--- config.mk ---
export PLATFORM = sky130hd
export DESIGN_NAME = pct_counter
export DESIGN_NICKNAME = d
export VERILOG_FILES = /design/src/design/pct_pkg.sv /design/src/design/pct_counter.sv
export SDC_FILE = /design/constraint.sdc
export NUM_CORES = 1
export LEC_CHECK = 0
export BUFFER_PORTS_ARGS = -buffer_cell sky130_fd_sc_hd__buf_2
export CORE_ASPECT_RATIO = 1.75
export CORE_MARGIN = 1.5
export CORE_UTILIZATION = 61
export DETAILED_ROUTE_END_ITERATION = 10
export GPL_TIMING_DRIVEN = 0
export PLACE_DENSITY = 0.93
export SLEW_MARGIN = 40
export SYNTH_ARGS = -nofsm -noshare
export SYNTH_HDL_FRONTEND = slang
export SYNTH_SLANG_ARGS = --single-unit
--- constraint.sdc ---
create_clock -name clk -period 6 [get_ports clk]
set_clock_uncertainty 0.05 [all_clocks]
set_input_delay 0.6 -clock clk [delete_from_list [all_inputs] [get_ports clk]]
set_output_delay 0.6 -clock clk [all_outputs]
set_load 0.01 [all_outputs]
--- src/design/pct_pkg.sv ---
// Package with register map, field layout and timing constants of the counter.
package pct_pkg;

   localparam logic [7:0] PCT_ADDR_MODE = 8'hD9;
   localparam logic [7:0] PCT_ADDR_LOW  = 8'hF9;
   localparam logic [7:0] PCT_ADDR_HIGH = 8'hFA;

   localparam logic [7:0] PCT_MODE_RESET = 8'h40;
   localparam logic [7:0] PCT_MODE_WMASK = 8'hEF;
   localparam logic [7:0] PCT_BYTE_RESET = 8'h00;

   localparam int PCT_BIT_IDLE = 7;
   localparam int PCT_BIT_WDE  = 6;
   localparam int PCT_BIT_LOCK = 5;
   localparam int PCT_BIT_SELH = 3;
   localparam int PCT_BIT_SELL = 1;
   localparam int PCT_BIT_IRQE = 0;

   localparam logic [2:0] PCT_SEL_DIV12 = 3'h0;
   localparam logic [2:0] PCT_SEL_DIV4  = 3'h1;
   localparam logic [2:0] PCT_SEL_T0OV  = 3'h2;
   localparam logic [2:0] PCT_SEL_EXTIN = 3'h3;
   localparam logic [2:0] PCT_SEL_SYS   = 3'h4;
   localparam logic [2:0] PCT_SEL_XOSC  = 3'h5;

   localparam logic [3:0] PCT_DIV12_LAST = 4'hB;
   localparam logic [3:0] PCT_DIV4_LAST  = 4'h3;
   localparam logic [2:0] PCT_XDIV_LAST  = 3'h7;

   typedef struct packed {
      logic       wr;
      logic       rd;
      logic [7:0] addr;
      logic [7:0] wdata;
   } pct_bus_t;

endpackage

--- src/design/pct_counter.sv ---
// Programmable 16-bit counter/timer with timebase select and watchdog lock.
//
// How it works
// - Sixteen-bit counter exposed as readable, writable low and high bytes.
// - High byte reads return a snapshot taken when the low byte is read.
// - Timebase codes 0, 1, 4 pick system clock over 12, over 4, undivided.
// - Code 2 counts Timer 0 overflows; code 3 counts falling edges of input.
// - Code 5 counts synchronised external oscillator over 8; 6, 7 reserved.
// - With idle suspend set, counting stops while the processor idles.
// - Watchdog enable bit hands compare module 4 the watchdog role.
// - Once locked, the watchdog enable cannot be cleared until reset.
// - Overflow interrupt enable gates the request from the overflow flag.
// - While watchdog enabled, writes to the low byte are ignored.
// - While watchdog enabled, writes to the high byte are ignored.
`timescale 1ns/1ns
module pct_counter
   import pct_pkg::*;
(
   input  wire logic       clk,
   input  wire logic       reset_n,
   input  wire pct_bus_t   bus,
   input  wire logic       overflow_flag_clear,
   input  wire logic       cpu_idle,
   input  wire logic       timer0_overflow,
   input  wire logic       external_count_input,
   input  wire logic       ext_osc_clk,
   output logic [7:0]      rdata,
   output logic            counter_overflow_flag,
   output logic            overflow_irq,
   output logic            watchdog_active
);

   logic [7:0]  mode_q,  mode_d;
   logic [15:0] cnt_q,   cnt_d;
   logic [7:0]  snap_q,  snap_d;
   logic        ovf_q,   ovf_d;
   logic [7:0]  rdata_q, rdata_d;
   logic        irq_q,   irq_d;
   logic        wd_q,    wd_d;
   logic [3:0]  pre_q,   pre_d;
   logic [2:0]  xdiv_q,  xdiv_d;
   logic [2:0]  ein_q,   ein_d;
   logic [2:0]  xin_q,   xin_d;
   logic        t0_q,    t0_d;

   logic [2:0]  sel;
   logic        tick;
   logic        wd_on;
   logic        wrap;

   function automatic logic hit(input pct_bus_t b, input logic [7:0] a);
      return b.addr == a;
   endfunction

   assign sel   = mode_q[PCT_BIT_SELH:PCT_BIT_SELL];
   assign wd_on = mode_q[PCT_BIT_WDE];
   // All ones is the last count before the wrap, whatever the width.
   assign wrap  = tick & (&cnt_q);

   // The first stage of the count-input and oscillator synchronisers feeds only the second stage; Timer 0 has one stage.
   always_comb begin
      ein_d = {ein_q[1:0], external_count_input};
      xin_d = {xin_q[1:0], ext_osc_clk};
      t0_d  = timer0_overflow;
   end

   // Timebase generation.
   always_comb begin
      pre_d  = pre_q + 4'h1;
      xdiv_d = xdiv_q;
      tick   = 1'b0;
      case (sel)
         PCT_SEL_DIV12: begin
            tick = (pre_q == PCT_DIV12_LAST);
         end
         PCT_SEL_DIV4: begin
            tick = (pre_q >= PCT_DIV4_LAST);
         end
         PCT_SEL_T0OV: begin
            tick = t0_q;
         end
         PCT_SEL_EXTIN: begin
            // Three-stage edge detect limits the useful rate to half the clock.
            tick = ein_q[2] & ~ein_q[1];
         end
         PCT_SEL_SYS: begin
            tick = 1'b1;
         end
         PCT_SEL_XOSC: begin
            // A rising edge of the synchronised oscillator steps the divider.
            if (xin_q[1] & ~xin_q[2]) begin
               xdiv_d = xdiv_q + 3'h1;
               tick   = (xdiv_q == PCT_XDIV_LAST);
            end
         end
         default: begin
            // Reserved codes hold the count rather than guess a source.
            tick = 1'b0;
         end
      endcase
      if (tick || (sel == PCT_SEL_DIV4 && pre_q >= PCT_DIV4_LAST)) begin
         pre_d = 4'h0;
      end
      if (mode_q[PCT_BIT_IDLE] && cpu_idle) begin
         tick = 1'b0;
      end
   end

   // Registers, counter and overflow flag.
   always_comb begin
      mode_d  = mode_q;
      cnt_d   = cnt_q;
      snap_d  = snap_q;
      ovf_d   = ovf_q;
      rdata_d = rdata_q;
      if (tick) begin
         cnt_d = cnt_q + 16'h0001;
      end
      if (overflow_flag_clear) begin
         ovf_d = 1'b0;
      end
      // A wrap in the same cycle as a clear keeps the flag set.
      if (wrap) begin
         ovf_d = 1'b1;
      end
      if (bus.wr) begin
         if (hit(bus, PCT_ADDR_MODE)) begin
            if (wd_on) begin
               // Only the enable may change, and not at all once locked.
               if (!mode_q[PCT_BIT_LOCK]) begin
                  mode_d[PCT_BIT_WDE] = bus.wdata[PCT_BIT_WDE];
               end
            end else begin
               mode_d = bus.wdata & PCT_MODE_WMASK;
               // The lock is sticky even while the watchdog is off, so a
               // later write cannot drop it and then clear the enable.
               mode_d[PCT_BIT_LOCK] = bus.wdata[PCT_BIT_LOCK]
                                    | mode_q[PCT_BIT_LOCK];
            end
         end else if (hit(bus, PCT_ADDR_LOW)) begin
            if (!wd_on) begin
               cnt_d[7:0] = bus.wdata;
            end
         end else if (hit(bus, PCT_ADDR_HIGH)) begin
            if (!wd_on) begin
               cnt_d[15:8] = bus.wdata;
            end
         end
      end
      if (bus.rd) begin
         if (hit(bus, PCT_ADDR_MODE)) begin
            rdata_d = mode_q;
         end else if (hit(bus, PCT_ADDR_LOW)) begin
            rdata_d = cnt_q[7:0];
            // Freezing the high byte here makes a low-then-high read
            // coherent even while the counter runs.
            snap_d  = cnt_q[15:8];
         end else if (hit(bus, PCT_ADDR_HIGH)) begin
            rdata_d = snap_q;
         end else begin
            // An unmapped read answers zero rather than stale data.
            rdata_d = PCT_BYTE_RESET;
         end
      end
      irq_d = ovf_d & mode_d[PCT_BIT_IRQE];
      wd_d  = mode_d[PCT_BIT_WDE];
   end

   // Synchroniser history resets to the resting level of each pin: the
   // count input rests high, so no false falling edge follows reset.
   always_ff @(posedge clk) begin
      if (!reset_n) begin
         ein_q <= 3'h7;
         xin_q <= 3'h0;
         t0_q  <= 1'b0;
      end else begin
         ein_q <= ein_d;
         xin_q <= xin_d;
         t0_q  <= t0_d;
      end
   end

   // The prescaler runs in every mode, so the first period after a change
   // of timebase may be short or long; a clean restart was not worth it.
   always_ff @(posedge clk) begin
      if (!reset_n) begin
         pre_q  <= 4'h0;
         xdiv_q <= 3'h0;
      end else begin
         pre_q  <= pre_d;
         xdiv_q <= xdiv_d;
      end
   end

   always_ff @(posedge clk) begin
      if (!reset_n) begin
         mode_q  <= PCT_MODE_RESET;
         cnt_q   <= {PCT_BYTE_RESET, PCT_BYTE_RESET};
         snap_q  <= PCT_BYTE_RESET;
         ovf_q   <= 1'b0;
         rdata_q <= PCT_BYTE_RESET;
         irq_q   <= 1'b0;
         wd_q    <= PCT_MODE_RESET[PCT_BIT_WDE];
      end else begin
         mode_q  <= mode_d;
         cnt_q   <= cnt_d;
         snap_q  <= snap_d;
         ovf_q   <= ovf_d;
         rdata_q <= rdata_d;
         irq_q   <= irq_d;
         wd_q    <= wd_d;
      end
   end

   assign rdata                 = rdata_q;
   assign counter_overflow_flag = ovf_q;
   assign overflow_irq          = irq_q;
   assign watchdog_active       = wd_q;

endmodule

==> impl_metrics.yaml, run 1 <==
yosys:
  yosysSeqAreaShare: 0.403
  netlist_area_um2: 2730
  synth_edf_count: 0
  yosys_warnings: 0
  flops_latches_synth: 55
  post_synth.cell_area_avg_um2: 8.84
  yosys.cell_types.count: 52
  synth_cells: 309
  dominantRegCellSynth: "dfxtp_1"
  syn_nets: 338
  synthArstFlopShare: 0
cts:
  post_cts_hold_buffer_count: 0
  cts-buffers-inserted: 5
  postCtsSetupRepairBufs: 0
  tritoncts: "yes"
  htreeDepth: 2
  clk_pin_slew_ns: 0.10
  worstSkewPairLatency_ns: 0.31
  cts.sinks: 55
  cts_repair_resize_count: 0
  root_buffer: "clkbuf_8"
  max-clock-path-buffers: 2
finish:
  layout-area-overhead-vs-synth_pct: 12.0
  num-fill-cells: 359
  fin_nets: 379
  multi_input_comb_area_um2: 1510
  seq_area_um2: 1100
  fraction_of_final_layout_cells_sized_beyond_drive_strength_1: 0.174
  antenna-diode-count: 0
sta:
  final.setup.tns_ns: 0
  worst_case_hold_slack_ns: 0.369
  share_of_the_clock_period_used_by_the_worst_path_after_layout: 0.359
  slew-limit-headroom: 0.561
  final_max_slew_viol_count: 0
  grt_setup_unrepaired: "no"
  final-hold-violation-count: 0
  achievable-frequency_ghz: 0.464
  final-setup-viol-count: 0
  least_margin_pin_slew_ns: 0.658
  final.min_clock_period_ns: 2.16
grt:
  grt_pass1_vias: 2313
  antenna_violations_before_repair: 0
  gr-usage-all-layers: 0.307
  grt_residual_overflow: 0
  grt_first_pass_wirelength_um: 10900
  maximum_number_of_pins_on_one_net_before_global_route_repair: 17
critical_path:
  cp.required_ns: 6.16
  crit_path_cell_trace: "ha_1, or4b_4, o311a_4, o31ai_4, o21ai_0, and2_1"
  cp_max_fo: 10
  cp_data_arrival_time_ns: 2.32
  critical_path.endpoint_type: "flip-flop"
  criticalPathCategory: "reg -> reg"
  start_kind: "flip-flop"
  cpMaxStageDelayCell: "or4b_4"
  critical_path.max_stage_delay_ns: 0.52
die:
  initial_utilization: 0.626
  die-height_um: 91.5
  die_x_um: 53.6
  rows: 32
  die_area_um2: 4900
  core_area_um2: 4360
  ports_placed_on_the_boundary: 36
power_and_ir_drop:
  ir_drop_worst_case_vdd_uv: 187
  totalPowerFinal_w: 0.000607
  reported_leakage_power_nw: 1.06
  power_per_cell_area_nw_per_um2: 199
routing:
  detail_route.wirelength_um: 6860
  route.antenna.remaining_nets: 0
  drt-initial-drc-count: 89
  route.vias.total: 2466
  drc: 0
  drt_first_pass_iters: 4
  detail_route.wl_per_cell_um: 17.1
  vias_per_cell: 6.13
place:
  gp_congestion: 0.922
  io_buffers: 34
  hpwl_um: 5320
hold_path:
  path_category_of_the_worst_min_delay_check: "reg -> reg"
job:
  cap_violations: 0
status:
  status: "complete, no violations"
-- stage by stage --
step	std cells	utilization	cell area (um2)	worst slack [ns]
global placement	394	0.679	2970	3.55
finish	402	0.701	3060	3.84
CTS	402	0.701	3060	3.84
detailed placement	394	0.681	2970	3.52
global route	402	0.701	3060	3.59
floorplan	309	-	2730	3.92
-- report_power, final --
group | internal [W] | switching [W] | total (W)
clock | 0.0000819 | 0.000119 | 0.000201
combinational | 0.0000150 | 0.0000200 | 0.0000351
sequential | 0.000369 | 0.00000224 | 0.000371
-- cell type report --
cell class,count,area share
clock buffers,6,0.0237
inverters,11,0.0135
flip-flops and latches,55,0.360
multi-input cells,226,0.493
repair buffers,34,0.0556
plain buffers,17,0.0295
clock inverters,2,0.00409
well taps,51,0.0209
-- synth_stat cells (all sizes together), types with 2 or more instances --
library cell   n  area share
or4b           3       0.012
a21boi        15       0.041
nand2b         6       0.014
and3b          2      0.0069
mux2i          4       0.015
dfxtp         55        0.40
xnor2         11       0.035
nand3         28       0.051
or4            4       0.011
or3            3      0.0069
ha             4       0.018
o31ai          5       0.019
and3           5       0.012
o21ai         25       0.046
nand2         26       0.036
o21a           2      0.0055
inv           11       0.015
a31oi          9       0.021
and4           2      0.0064
nor3           4       0.011
nor2b          6       0.014
a221oi         5       0.016
clkbuf        10       0.014
nor2           5      0.0069
nand4          3      0.0069
a21oi         12       0.022
and2          13       0.030
buf            7       0.019
a311oi         7       0.022
o22ai          5       0.011
-- final timing paths --
kind | from | to | slack (ns) | depth (start not counted)
setup / recovery | pre_q[0]$_SDFF_PP0_ | counter_overflow_flag$_SDFF_PN0_ | 3.84 | 6
hold / removal | ein_q[0]$_SDFF_PN1_ | ein_q[1]$_SDFF_PN1_ | 0.37 | 1
setup reg to reg | pre_q[0]$_SDFF_PP0_ | counter_overflow_flag$_SDFF_PN0_ | 3.84 | 6
hold reg to reg | ein_q[0]$_SDFF_PN1_ | ein_q[1]$_SDFF_PN1_ | 0.37 | 1
-- layout by cell type, fill, tap and decap left out, types with 2 or more instances in the layout --
master    instances
a31oi_1           9
nand3_1          28
o22ai_1           5
clkbuf_8          5
nand2_1          26
dfxtp_1          55
clkbuf_1         11
o21ai_0          24
a221oi_1          5
ha_1              4
buf_2            37
buf_6             3
or3_1             3
a311oi_1          7
or4_1             4
xnor2_1          11
o21a_1            2
inv_1            11
nor2_1            5
o31ai_1           4
and2_1           13
nor2b_1           6
mux2i_1           4
and4_1            2
a21boi_0         14
nand2b_1          6
nor3_2            2
and3_1            4
nor3_1            2
nand4_1           3
a21oi_1          12
-- kinds of logic after synthesis --
family,synth area share
AOI/OAI and AO/OA,0.230
adders and majority gates,0.0183
buffers and inverters,0.0481
and+or+nand+nor,0.247
xor gates and xnor gates,0.0385
muxes,0.0147
DFF,0.403
-- registers in the layout, summed over array words and instances, names as in the netlist, 3 cells and up --
signal	count
xdiv_q	3
ein_q	3
pre_q	4
cnt_q	16
snap_q	8
xin_q	3
mode_q	7
rdata	8
-- worst max-delay path, delay by kind of cell (launching register included) --
kind / cells / cell delay [ns]
compound gates: 3 / 0.72
fa+ha+maj: 1 / 0.25
flops: 1 / 0.34
simple gates: 2 / 0.70
-- layer usage --
| layer | global-route usage | share of wire |
|---|---|---|
| met1 | 0.336 | 0.38 |
| met2 | 0.549 | 0.53 |
| met3 | 0.0428 | 0.042 |
| met4 | 0.137 | 0.054 |
| met5 | 0 | 0 |
(Power assumes the default switching activity.)
==> run 2: changes to the inputs <==
- CORE_UTILIZATION: 61 -> 57
- PLACE_DENSITY: 0.93 -> 0.88
- clock period: 6 -> 2.1 ns (I/O delays scaled with it)
==> run 2 against run 1 <==
Global-route usage is 2.6 points lower. Clock-buffer cell count is 1 higher. Final area is 0.90% higher. Final cell count is 0.50% higher. Non-clock buffer count is 1 higher.
==> impl_metrics.yaml, run 2 (synthesized netlist as in run 1, its figures left out) <==
finish:
  area_of_all_placed_cells_without_fillers_um2: 3090
  final_util: 0.661
  num-fill-cells: 374
  fraction_of_final_layout_cells_sized_beyond_drive_strength_1: 0.185
  layout_commonest_cell: "dfxtp_1"
  layout-area-overhead-vs-synth_pct: 13.0
  antenna-diode-count: 0
  largest_register_ff_count: 16
  multi_input_comb_area_um2: 1510
  fin_nets: 380
  seq_area_um2: 1100
  layout_common_cells: "dfxtp_1 (54), buf_2 (37), nand3_1 (28)"
  max_flop_register: "cnt_q"
critical_path:
  critical_path.endpoint_type: "flip-flop"
  cp.required_ns: 2.27
  criticalPathCategory: "reg -> reg"
  cp_data_arrival_time_ns: 2.21
  start_kind: "flip-flop"
  cp_max_fo: 8
sta:
  achievable-frequency_ghz: 0.490
  final.min_clock_period_ns: 2.04
  final-setup-viol-count: 0
  worst_case_hold_slack_ns: 0.0160
  grt_setup_unrepaired: "yes"
  final_max_slew_viol_count: 0
  share_of_the_clock_period_used_by_the_worst_path_after_layout: 0.972
  final.setup.tns_ns: 0
  slew-limit-headroom: 0.543
  least_margin_pin_slew_ns: 0.685
  final-hold-violation-count: 0
grt:
  grt.busiest_layer: "met2"
  grt_pass1_vias: 2451
  met1_usage: 0.288
  grt.met3_usage: 0.0397
  grt_residual_overflow: 0
  gr-usage-all-layers: 0.281
  antenna_violations_before_repair: 0
  grt_first_pass_wirelength_um: 11500
  maximum_number_of_pins_on_one_net_before_global_route_repair: 17
  met2_track_demand_over_resource: 0.541
cts:
  worstSkewPairLatency_ns: 0.32
  tritoncts: "yes"
  htreeDepth: 2
  max-clock-path-buffers: 2
  root_buffer: "clkbuf_8"
  cts-buffers-inserted: 5
  clk_pin_slew_ns: 0.10
  cts.sinks: 55
power_and_ir_drop:
  reported_leakage_power_nw: 1.08
  power.clock.fraction: 0.348
  intPower_w: 0.00137
  ir_drop_worst_case_vdd_uv: 553
  totalPowerFinal_w: 0.00178
  sw_frac_of_total: 0.232
  power_frac_seq: 0.595
  power_per_cell_area_nw_per_um2: 578
  switching_component_of_the_power_w: 0.000414
  share_of_power_burned_in_combinational_logic: 0.057
routing:
  drc: 0
  detail_route.wirelength_um: 7090
  vias_per_cell: 6.23
  detail_route.wl_per_cell_um: 17.6
  route.antenna.remaining_nets: 0
  drt_first_pass_iters: 5
  drt-initial-drc-count: 67
  route.vias.total: 2515
die:
  ports_placed_on_the_boundary: 36
  rows: 33
  die_area_um2: 5230
  initial_utilization: 0.585
  die_x_um: 55.3
  core_area_um2: 4670
  die-height_um: 94.6
place:
  io_buffers: 34
  gp_congestion: 0.988
  detailed_place.area_um2: 2970
  hpwl_um: 5390
status:
  status: "complete, no violations"
job:
  cap_violations: 0
hold_path:
  path_category_of_the_worst_min_delay_check: "in -> reg"
## run 2: final timing paths
kind	depth (start not counted)	from	to	slack (ns)
setup / recovery	6	pre_q[0]$_SDFF_PP0_	cnt_q[4]$_SDFF_PN0_	0.06
hold / removal	2	external_count_input	ein_q[0]$_SDFF_PN1_	0.02
setup reg to reg	6	pre_q[0]$_SDFF_PP0_	cnt_q[4]$_SDFF_PN0_	0.06
hold reg to reg	1	ein_q[0]$_SDFF_PN1_	ein_q[1]$_SDFF_PN1_	0.39
## run 2: what timing repair did
item	CTS	global route
pin swaps	1	5
setup endpoints to repair	2	8
hold buffers	0	0
buffers inserted	1	0
gates resized for setup	2	2
## run 2: worst max-delay path: stages, from the launching register on
cell and delay (ns):
dfxtp_1 0.34, ha_2 0.20, and3b_2 0.24, o311ai_2 0.58
a311oi_1 0.25, xnor2_1 0.21, a21oi_1 0.08
## run 2: metal layers
layer	up-vias	routed length, um
li1	1220	-
met1	1185	2610
met2	88	3900
met3	22	307
met4	0	269
met5	-	0
## run 2: area by class of cell
cell class / count / share of cell area
Sequential cell: 55 / 0.357
Tap cell: 52 / 0.0211
Multi-Input combinational cell: 226 / 0.489
Clock inverter: 1 / 0.00284
Clock buffer: 7 / 0.0280
Inverter: 11 / 0.0134
Buffer: 17 / 0.0292
Timing Repair Buffer: 35 / 0.0588
## run 2: through the flow
step / worst slack, ns / cells
after global placement: -0.268 / 395
after CTS: 0.0337 / 404
after detailed placement: -0.0944 / 395
after global routing: -0.0322 / 404
final: 0.0595 / 404
after floorplan: 0.143 / 309
## run 2: power by group through the flow
stage | clock network (W) | logic (W) | registers [W]
final | 0.000620 | 0.000102 | 0.00106
after detailed placement | 0 | 0.000100 | 0.00108
after CTS | 0.000624 | 0.000102 | 0.00106
after global routing | 0.000657 | 0.000113 | 0.00106
after global placement | 0 | 0.0000968 | 0.00108
after floorplan | 0 | 0.0000534 | 0.00108
